$ cat src/pkg/ccr_pkg.sv
//
// Contract
// Offset high register holds signed word bits 23:8
// Offset low bits 15:8; low byte reads zero
// Both offset registers reset to zero
// Gain high holds unsigned gain bits 23:8
// Gain low bits 15:8; low byte reads zero
// Gain resets to 8000h/0000h, unity gain
// Setup bits 15:6 hold signed delay trim
// Bit 2 disables highpass, else global setting
// Bits 1:0 pick input: pins/short/pos/neg
// Setup bits 5:3 read zero; reset 0000h
// Writes to reserved bits are ignored
package ccr_pkg;

  // Avalon-MM shape
  localparam int AVS_ADDR_W = 8;
  localparam int AVS_DATA_W = 32;
  localparam int AVS_BE_W   = 4;
  localparam int IDX_W      = 6;
  localparam int REG_W      = 16;
  localparam int LANES      = 2;

  // Register indices; byte address is four times the index
  localparam logic [IDX_W-1:0] IDX_OFF_HI  = 6'h14;
  localparam logic [IDX_W-1:0] IDX_OFF_LO  = 6'h15;
  localparam logic [IDX_W-1:0] IDX_GAIN_HI = 6'h16;
  localparam logic [IDX_W-1:0] IDX_GAIN_LO = 6'h17;
  localparam logic [IDX_W-1:0] IDX_SETUP   = 6'h18;

  // Field layout
  localparam int CAL_W      = 24;
  localparam int LOW_MSB    = 15;
  localparam int LOW_LSB    = 8;
  localparam int TRIM_MSB   = 15;
  localparam int TRIM_LSB   = 6;
  localparam int TRIM_W     = 10;
  localparam int RSV_MSB    = 5;
  localparam int RSV_LSB    = 3;
  localparam int HPOFF_BIT  = 2;
  localparam int SEL_MSB    = 1;
  localparam int SEL_LSB    = 0;

  // Reset values
  localparam logic [REG_W-1:0]  OFF_HI_RST  = 16'h0000;
  localparam logic [7:0]        OFF_LO_RST  = 8'h00;
  localparam logic [REG_W-1:0]  GAIN_HI_RST = 16'h8000;
  localparam logic [7:0]        GAIN_LO_RST = 8'h00;
  localparam logic [TRIM_W-1:0] TRIM_RST    = 10'h000;
  localparam logic [CAL_W-1:0]  GAIN_UNITY  = 24'h800000;

  // Input selection codes
  typedef enum logic [1:0] {
    INSEL_PINS  = 2'b00,
    INSEL_SHORT = 2'b01,
    INSEL_POS   = 2'b10,
    INSEL_NEG   = 2'b11
  } ccr_insel_t;

  // Bus handshake states
  typedef enum logic {
    BUS_IDLE   = 1'b0,
    BUS_ANSWER = 1'b1
  } ccr_bus_st_t;

endpackage

$ cat src/pkg/ccr_acc_if.sv
`timescale 1ns/1ns
// One-cycle register access strobes between bus slave and register bank
interface ccr_acc_if;
  logic                            rd;
  logic                            wr;
  logic [ccr_pkg::IDX_W-1:0]       idx;
  logic [ccr_pkg::REG_W-1:0]       wdata;
  logic [ccr_pkg::LANES-1:0]       be;
  logic [ccr_pkg::REG_W-1:0]       rdata;

  modport bus  (output rd, output wr, output idx, output wdata, output be, input rdata);
  modport bank (input rd, input wr, input idx, input wdata, input be, output rdata);
endinterface

$ cat src/core/ccr_avmm_slave.sv
`timescale 1ns/1ns
// Avalon-MM slave with exactly one wait state per access
module ccr_avmm_slave
  import ccr_pkg::*;
(
  input  wire logic                            mclk_in,
  input  wire logic                            resetn_in,
  input  wire logic [ccr_pkg::AVS_ADDR_W-1:0]  avs_address_in,
  input  wire logic                            avs_read_in,
  input  wire logic                            avs_write_in,
  input  wire logic [ccr_pkg::AVS_DATA_W-1:0]  avs_writedata_in,
  input  wire logic [ccr_pkg::AVS_BE_W-1:0]    avs_byteenable_in,
  output logic      [ccr_pkg::AVS_DATA_W-1:0]  avs_readdata_out,
  output logic                                 avs_waitrequest_out,
  ccr_acc_if.bus                               acc
);
  import ccr_pkg::*;

  ccr_bus_st_t                 st_q, st_d;
  logic [AVS_DATA_W-1:0]       rdat_q, rdat_d;
  logic                        req;
  logic                        aligned;

  ////////////////////////////////////////////////////////////////////////
  // Decode; misaligned addresses behave as unmapped
  assign req     = avs_read_in | avs_write_in;
  assign aligned = (avs_address_in[1:0] == 2'h0);
  assign acc.idx   = avs_address_in[AVS_ADDR_W-1:2];
  assign acc.wdata = avs_writedata_in[REG_W-1:0];
  assign acc.be    = avs_byteenable_in[LANES-1:0];
  // Strobes fire once, in the cycle waitrequest is low
  assign acc.wr = avs_write_in & aligned & (st_q == BUS_ANSWER);
  assign acc.rd = avs_read_in & aligned & (st_q == BUS_ANSWER);
  // Waitrequest is combinational so the master never waits on a stale flag
  assign avs_waitrequest_out = req & (st_q == BUS_IDLE);
  assign avs_readdata_out    = rdat_q;

  ////////////////////////////////////////////////////////////////////////
  // Handshake and read data capture; data is ready one edge before release
  always_comb begin
    st_d   = st_q;
    rdat_d = rdat_q;
    case (st_q)
      BUS_IDLE: begin
        if (req) begin
          st_d = BUS_ANSWER;
          if (avs_read_in) begin
            rdat_d = aligned ? {{(AVS_DATA_W-REG_W){1'b0}}, acc.rdata} : '0;
          end
        end
      end
      BUS_ANSWER: begin
        st_d = BUS_IDLE;
      end
      default: begin
        st_d = BUS_IDLE;
      end
    endcase
  end

  always_ff @(posedge mclk_in or negedge resetn_in) begin
    if (!resetn_in) begin
      st_q   <= BUS_IDLE;
      rdat_q <= '0;
    end else begin
      st_q   <= st_d;
      rdat_q <= rdat_d;
    end
  end
endmodule

$ cat src/core/ccr_regs.sv
`timescale 1ns/1ns
// Channel calibration and setup register bank
module ccr_regs
  import ccr_pkg::*;
(
  input  wire logic                            mclk_in,
  input  wire logic                            resetn_in,
  input  wire logic [ccr_pkg::AVS_ADDR_W-1:0]  avs_address_in,
  input  wire logic                            avs_read_in,
  input  wire logic                            avs_write_in,
  input  wire logic [ccr_pkg::AVS_DATA_W-1:0]  avs_writedata_in,
  input  wire logic [ccr_pkg::AVS_BE_W-1:0]    avs_byteenable_in,
  output logic      [ccr_pkg::AVS_DATA_W-1:0]  avs_readdata_out,
  output logic                                 avs_waitrequest_out,
  input  wire logic                            global_highpass_setting_in,
  output logic signed [ccr_pkg::CAL_W-1:0]     ch2_offset_out,
  output logic      [ccr_pkg::CAL_W-1:0]       ch2_gain_out,
  output logic signed [ccr_pkg::TRIM_W-1:0]    ch3_delay_trim_out,
  output logic                                 ch3_highpass_off_out,
  output logic                                 ch3_highpass_en_out,
  output ccr_pkg::ccr_insel_t                  ch3_input_select_out,
  output logic      [3:0]                      ch3_input_onehot_out
);
  import ccr_pkg::*;

  ccr_acc_if acc ();

  // Only writable bits are stored; reserved bits have no flops at all
  logic [REG_W-1:0]  off_hi_q,  off_hi_d;
  logic [7:0]        off_lo_q,  off_lo_d;
  logic [REG_W-1:0]  gain_hi_q, gain_hi_d;
  logic [7:0]        gain_lo_q, gain_lo_d;
  logic [TRIM_W-1:0] trim_q,    trim_d;
  logic              hpoff_q,   hpoff_d;
  ccr_insel_t        sel_q,     sel_d;
  logic [REG_W-1:0]  lane_mask;
  logic [REG_W-1:0]  setup_rd;

  ////////////////////////////////////////////////////////////////////////
  // Bus slave
  ccr_avmm_slave u_slave (
    .mclk_in             (mclk_in),
    .resetn_in           (resetn_in),
    .avs_address_in      (avs_address_in),
    .avs_read_in         (avs_read_in),
    .avs_write_in        (avs_write_in),
    .avs_writedata_in    (avs_writedata_in),
    .avs_byteenable_in   (avs_byteenable_in),
    .avs_readdata_out    (avs_readdata_out),
    .avs_waitrequest_out (avs_waitrequest_out),
    .acc                 (acc.bus)
  );

  ////////////////////////////////////////////////////////////////////////
  // Byte lane masks from the two low byte enables
  for (genvar gl = 0; gl < LANES; gl++) begin : g_lane
    assign lane_mask[gl*8 +: 8] = {8{acc.be[gl]}};
  end

  ////////////////////////////////////////////////////////////////////////
  // Next register values; unmapped indices fall through untouched
  always_comb begin
    off_hi_d  = off_hi_q;
    off_lo_d  = off_lo_q;
    gain_hi_d = gain_hi_q;
    gain_lo_d = gain_lo_q;
    trim_d    = trim_q;
    hpoff_d   = hpoff_q;
    sel_d     = sel_q;
    if (acc.wr) begin
      case (acc.idx)
        // offset upper bits
        IDX_OFF_HI: begin
          off_hi_d = (acc.wdata & lane_mask) | (off_hi_q & ~lane_mask);
        end
        // offset lower byte; R11: low byte dropped
        IDX_OFF_LO: begin
          if (acc.be[1]) begin
            off_lo_d = acc.wdata[LOW_MSB:LOW_LSB];
          end
        end
        // gain upper bits
        IDX_GAIN_HI: begin
          gain_hi_d = (acc.wdata & lane_mask) | (gain_hi_q & ~lane_mask);
        end
        // gain lower byte; R11: low byte dropped
        IDX_GAIN_LO: begin
          if (acc.be[1]) begin
            gain_lo_d = acc.wdata[LOW_MSB:LOW_LSB];
          end
        end
        // delay trim split over both lanes
        IDX_SETUP: begin
          if (acc.be[1]) begin
            trim_d[TRIM_W-1:2] = acc.wdata[TRIM_MSB:LOW_LSB];
          end
          if (acc.be[0]) begin
            trim_d[1:0] = acc.wdata[TRIM_LSB+1:TRIM_LSB];
            // per-channel highpass disable
            hpoff_d = acc.wdata[HPOFF_BIT];
            // input selection; R11: bits 5:3 not stored
            sel_d = ccr_insel_t'(acc.wdata[SEL_MSB:SEL_LSB]);
          end
        end
        default: begin
          off_hi_d = off_hi_q;
        end
      endcase
    end
  end

  ////////////////////////////////////////////////////////////////////////
  // Register storage
  always_ff @(posedge mclk_in or negedge resetn_in) begin
    if (!resetn_in) begin
      // zero offset after reset
      off_hi_q  <= OFF_HI_RST;
      off_lo_q  <= OFF_LO_RST;
      // unity gain after reset
      gain_hi_q <= GAIN_HI_RST;
      gain_lo_q <= GAIN_LO_RST;
      // setup register clears fully
      trim_q    <= TRIM_RST;
      hpoff_q   <= 1'b0;
      sel_q     <= INSEL_PINS;
    end else begin
      off_hi_q  <= off_hi_d;
      off_lo_q  <= off_lo_d;
      gain_hi_q <= gain_hi_d;
      gain_lo_q <= gain_lo_d;
      trim_q    <= trim_d;
      hpoff_q   <= hpoff_d;
      sel_q     <= sel_d;
    end
  end

  ////////////////////////////////////////////////////////////////////////
  // Read-back; reserved bits are hard zero, unmapped reads return zero
  // bits 5:3 read zero
  assign setup_rd = {trim_q, 3'h0, hpoff_q, sel_q};

  always_comb begin
    case (acc.idx)
      IDX_OFF_HI:  acc.rdata = off_hi_q;
      // low byte reads zero
      IDX_OFF_LO:  acc.rdata = {off_lo_q, 8'h00};
      IDX_GAIN_HI: acc.rdata = gain_hi_q;
      // low byte reads zero
      IDX_GAIN_LO: acc.rdata = {gain_lo_q, 8'h00};
      IDX_SETUP:   acc.rdata = setup_rd;
      default:     acc.rdata = 16'h0000;
    endcase
  end

  ////////////////////////////////////////////////////////////////////////
  // Datapath controls, straight from flops except the highpass enable and one-hot decode
  // assembled offset is two's complement
  assign ch2_offset_out       = {off_hi_q, off_lo_q};
  // unsigned gain, 0.0 to just under 2.0
  assign ch2_gain_out         = {gain_hi_q, gain_lo_q};
  assign ch3_delay_trim_out   = trim_q;
  assign ch3_highpass_off_out = hpoff_q;
  // follow global unless locally disabled
  assign ch3_highpass_en_out  = global_highpass_setting_in & ~hpoff_q;
  assign ch3_input_select_out = sel_q;

  // one-hot routing for the input switch matrix
  for (genvar gs = 0; gs < 4; gs++) begin : g_sel
    assign ch3_input_onehot_out[gs] = (sel_q == ccr_insel_t'(gs));
  end

  logic acc_wr_ok;
  logic acc_rd_ok;
  assign acc_wr_ok = avs_write_in & ~avs_waitrequest_out & (avs_address_in[1:0] == 2'h0);
  assign acc_rd_ok = avs_read_in & ~avs_waitrequest_out & (avs_address_in[1:0] == 2'h0);
endmodule

$ cat config.mk
export PLATFORM = sky130hd
export DESIGN_NAME = ccr_regs
export DESIGN_NICKNAME = d
export VERILOG_FILES = /design/src/pkg/ccr_pkg.sv /design/src/pkg/ccr_acc_if.sv /design/src/core/ccr_avmm_slave.sv /design/src/core/ccr_regs.sv
export SDC_FILE = /design/constraint.sdc
export NUM_CORES = 1
export LEC_CHECK = 0
export BUFFER_PORTS_ARGS = -buffer_cell sky130_fd_sc_hd__buf_2
export CORE_UTILIZATION = 48
export DETAILED_ROUTE_END_ITERATION = 7
export PLACE_DENSITY = 0.89
export SLEW_MARGIN = 20
export SYNTH_ARGS = -nofsm -noshare
export SYNTH_HDL_FRONTEND = slang
export SYNTH_SLANG_ARGS = --single-unit
$ cat constraint.sdc
create_clock -name mclk_in -period 2.45 [get_ports mclk_in]
set_clock_uncertainty 0.15 [all_clocks]
set_input_delay 0.3675 -clock mclk_in [delete_from_list [all_inputs] [get_ports mclk_in]]
set_output_delay 0.3675 -clock mclk_in [all_outputs]
set_load 0.02 [all_outputs]
======== Word level (Yosys, flattened, before mapping) ========
Index checks and enable logic that the tools add are counted.
word-level totals
  word-level logic and storage cells ...... 44
  bits in read-only memories .............. 0
  input port bits ......................... 49
  output and inout port bits .............. 99
  register bits after elaboration ......... 94
  memory bits (writable) .................. 0
  bits in latches ......................... 0
  memories ................................ 0
operators by class
  bitwise logic cells ..................... 13
  multiply operators ...................... 0
  eq/ne operators ......................... 8
  mux-type cells .......................... 4
  add/sub/neg operators ................... 0
  magnitude comparators ................... 0
  reductions and logical operators ........ 9
  shift-type cells ........................ 0
  div/mod/pow operators ................... 0
operator list
  cell                  number
  $pmux W16 S5          1
  $and A16 B16 Y16      3
  $or A16 B16 Y16       2
  $eq A6 B5 Y1 const B  5
  $mux W16              1
  $not A16 Y16          1
  $reduce_and A3 Y1     5
  $and A1 B1 Y1         4
  $eq A2 B2 Y1 const B  2
  $logic_not A2 Y1      2
  $reduce_and A2 Y1     2
  $eq A2 B1 Y1 const B  1
  $not A1 Y1            2
  $pmux W1 S2           1
  $mux W1               1
  $or A1 B1 Y1          1

======== Logic depth before layout (Yosys ltp) ========
  depth in word-level cells ............... 4
  depth in mapped cells ................... 5
  depth with buffers taken out ............ 4

======== By module ========
From an unflattened synthesis, not the netlist that was laid out.
unflattened totals
  cells, all modules ...................... 287
  area, all modules ....................... 3,921.3 sq um
modules (own cells, without submodules)
  module          sequential area each (sq um)  area an instance (sq um)  cells each  times used
  ccr_regs        1,527.7                       2,961.6                   203         1
  ccr_avmm_slave  425.4                         959.7                     84          1

======== Least setup slack after synthesis ========
OpenSTA, ideal clock, no wires.
  path type ............................... in2reg
  start ................................... input avs_address_in[7] in the netlist's numbering
  end ..................................... register (tool-made name)
  stages .................................. 4
  required time ........................... 2.175 ns
  data arrival time ....................... 1.721 ns
  path buffers ............................ 0
  library setup time ...................... 0.125 ns
  path slack .............................. 0.454 ns
  path through ............................ or4b_4 > nor3b_4 > nand2_4 > mux2_2
RTL lines
  element      RTL line       source
  from (decl)  ccr_regs.sv:8  input wire logic [ccr_pkg::AVS_ADDR_W-1:0] avs_address_in,

======== Worst setup path in the final report ========
  start ................................... register u_slave.st_q
  end ..................................... register u_slave.rdat_q[7], in the netlist u_slave.avs_readdata_out[7]
between the ends
  cells in the longest elaborated chain, start to end .. 2
RTL lines
  element                      RTL line              source
  from (decl)                  ccr_avmm_slave.sv:19  ccr_bus_st_t st_q, st_d;
  from (signal assigned)       ccr_avmm_slave.sv:66  st_q <= st_d;
  $not A1 Y1                   --
  $reduce_and A3 Y1 (no line)  --
  to (signal assigned)         ccr_avmm_slave.sv:67  rdat_q <= rdat_d;
  to (decl)                    ccr_avmm_slave.sv:20  logic [AVS_DATA_W-1:0] rdat_q, rdat_d;
No other way between the ends.
A chain may end at the register's enable or synchronous reset.

==> reports/summary.txt <==
mux contribution to synthesized area - 21.78%
die extent in y - 88.07 um
Top Ports - 148
Final Cycle Share - 78.53%
switching share of power - 24.21%
Final Hold Fails - 0
total stage count of the critical path - 6
DR pass1 iterations - 4
simple-gate portion of the synthesized area - 9.148%
sw power - 0.6543 mW
P_leak - 2.464 nW
fmax - 519.7 MHz
DRT Wirelength - 9.160 mm
Flop pwr share - 48.7%
worst hold start - avs_writedata_in[3]
cts repair resizes - 0
pin count of the biggest net entering global routing - 48
Syn Area/Cell - 13.17 um2
first-pass GRT wire length - 14.30 mm
final setup vio count - 0
Root Driver - clkbuf_8
number of global-route vias before repair - 2774
total CTS buffers - 9
Slowest-stage cell, CP - dfrtp_1
Pwr Density - 598.4 mW/mm2
adder-cell share of the synthesized area - 0%
layout cells sized above 1 - 54.59%
Crit Path Class - reg -> reg
worst reg2reg path depth - 6
reg2reg end - u_slave.avs_readdata_out[7]
RSZ-0062 raised after global routing - no
Syn-to-layout area delta - 26.99%
fin crit period - 1.924 ns
clk slew on worst S/H paths - 0.08 ns
Yosys reg bits - 78
worst slew pin tran - 0.7120 ns
CTS tree - done
fin. max-slew vios - 0
Cell Rows - 31
highest-count cells in the layout ignoring fill and taps - 112 x buf_2, 77 x dfrtp_1, 67 x mux2_2, 16 x conb_1
post-synthesis cell area - 0.003556 mm2
critical path startpoint category - flip-flop
Rel. slew slack - 52.21%
status - completed
Die Span X - 88.07 um
Worst EP required - 2.57 ns
Core Util, Final - 62.59%
DR vias - 2801
worst path bufs/invs - 2
Vias/cell - 5.580
initial antenna violation count - 0
register area share after synthesis - 54.93%
DRC - 0
Synth Instances - 270
Cell Chain, Critical Path - nand2b_1 -> buf_4 -> nor3_1 -> buf_4 -> o21ai_1 -> a22oi_1
setup TNS - 0 ns
Routed Antenna Nets - 0
Layout Nets - 447
XOR/XNOR Fraction of Synth Area - 0%
Core Footprint - 0.007214 mm2
Yosys cell types - 37
total number of yosys warnings - 0
most common cell after layout, fill and taps aside - buf_2
R2R setup slack - 0.53 ns
compound-cell area share of the yosys netlist - 9.148%
post-layout power - 2.702 mW
Ant. Diodes - 0
main combinational cell family by area after synthesis - multiplexers
Max Cap Viol - 0
gr usage total - 25.21%
Avg WL per Cell - 18.25 um
crit end category - flip-flop
Clock Latency Late Sink - 0.36 ns
worst ir drop on vdd - 0.0005068 V
Port Buffers - 113
Internal - 2.048 mW
hpwl dp - 6.250 mm
reg2reg start - u_slave.st_q
Placer Congestion - 0.7757
WP data arrival - 2.04 ns
CP top delay family - compound AO/OA/AOI/OAI gates
slowest stage delay, CP - 0.42 ns
htree depth - 3
Starting Density - 49.29%
clock network fraction of total power - 43.8%
hold path cells - 2
grt total ovfl - 0
most frequent CP cell - buf_4
total clock sinks - 78
clock tree buffer depth - 2
combinational power share - 7.5%
Die ar. - 0.007756 mm2
hold crit path type - in -> reg
Initial DRC Count - 122
Filler Cell Count - 580
CP max FO - 11
==> metrics by stage <==
step                worst slack (ns)  instance area (um2)  hold WS, ns  std cells
floorplan                     0.4543                 3612     -0.07809        285
global placement              0.1770                 4260       0.1753        485
detailed placement            0.1218                 4260       0.1840        485
CTS                           0.4997                 4516      0.09903        502
global route                  0.3708                 4516       0.1024        502
finish                        0.5259                 4516       0.1051        502
==> power by group through the flow <==
stage / logic, mW / registers [mW] / clock network, mW
2_1_floorplan: 0.0942 / 1.36 / 0
3_3_place_gp: 0.194 / 1.34 / 0
3_5_place_dp: 0.200 / 1.34 / 0
4_1_cts: 0.203 / 1.32 / 1.19
5_1_grt: 0.221 / 1.32 / 1.26
6_report: 0.202 / 1.32 / 1.18
==> final cells by class <==
type	instances	area (um2)	share of cell area (%)
Sequential cell	78	1953	43.25
Multi-Input combinational cell	180	1490	33.00
Timing Repair Buffer	129	703.2	15.57
Clock buffer	9	123.9	2.743
Tap cell	99	123.9	2.743
Clock inverter	7	121.4	2.688
==> cell families after synthesis <==
kind of cell,Yosys count
DFF,78
muxes,69
and+or+nand+nor,52
AOI/OAI and AO/OA,43
buffers and inverters,27
other,1
==> worst reg2reg max path, delay by kind of cell (launching register included) <==
family | cells | cell delay [ns]
buffers and inverters | 2 | 0.40
AO/OA/AOI/OAI | 2 | 0.54
flip-flops | 1 | 0.42
AND/OR/NAND/NOR | 2 | 0.32
==> metal layers <==
metal / GRT usage (%) / vias to the layer above / routed length, um
li1: - / 1229 / -
met5: 0 / - / 0
met4: 8.944 / 0 / 140
met3: 7.352 / 17 / 719
met1: 30.66 / 1410 / 3755
met2: 42.85 / 145 / 4544
==> cell usage after synthesis <==
master | instances | share of area (%)
dfrtp_1 | 77 | 54
mux2_2 | 67 | 21
buf_4 | 16 | 3.4
nand2_1 | 15 | 1.6
a22oi_1 | 10 | 2.1
o21ai_0 | 9 | 1.3
a32oi_1 | 8 | 2.0
a221oi_1 | 6 | 1.5
and3_1 | 6 | 1.1
nor2b_1 | 6 | 1.1
a222oi_1 | 5 | 1.4
clkbuf_1 | 5 | 0.53
buf_2 | 4 | 0.56
nor2_1 | 4 | 0.42
and2_1 | 3 | 0.53
o21ai_1 | 3 | 0.42
and4_1 | 2 | 0.49
mux2i_1 | 2 | 0.56
nand2_4 | 2 | 0.63
nor3b_1 | 2 | 0.42
o22a_1 | 2 | 0.49
buf_1 | 1 | 0.11
buf_6 | 1 | 0.32
conb_1 | 1 | 0.11
dfstp_2 | 1 | 0.74
nand2_2 | 1 | 0.18
nand2b_1 | 1 | 0.18
nand3_1 | 1 | 0.14
nand4_1 | 1 | 0.18
nand4bb_1 | 1 | 0.32
nor2_2 | 1 | 0.18
nor3_1 | 1 | 0.14
nor3_2 | 1 | 0.28
nor3b_4 | 1 | 0.53
nor4bb_1 | 1 | 0.28
or3_1 | 1 | 0.18
or4b_4 | 1 | 0.39
==> how the worst max path moves through the flow <==
stage	start	endpoint	slack (ns)
floorplan	avs_address_in[7]	flip-flop	0.45
global placement	avs_address_in[7]	ch3_delay_trim_out[1]	0.18
detailed placement	avs_address_in[7]	ch3_input_select_out[0]	0.12
CTS	avs_address_in[7]	ch3_delay_trim_out[1]	0.50
global route	u_slave.st_q	u_slave.avs_readdata_out[7]	0.37
finish	u_slave.st_q	u_slave.avs_readdata_out[7]	0.53
==> repair_timing <==
| item | CTS | global route |
|---|---|---|
| hold buffers | 1 | 0 |
| setup buffers | 0 | 0 |
| endpoints found under the hold margin | 31 | 0 |
No activity file was read; power rests on OpenSTA's default activity.
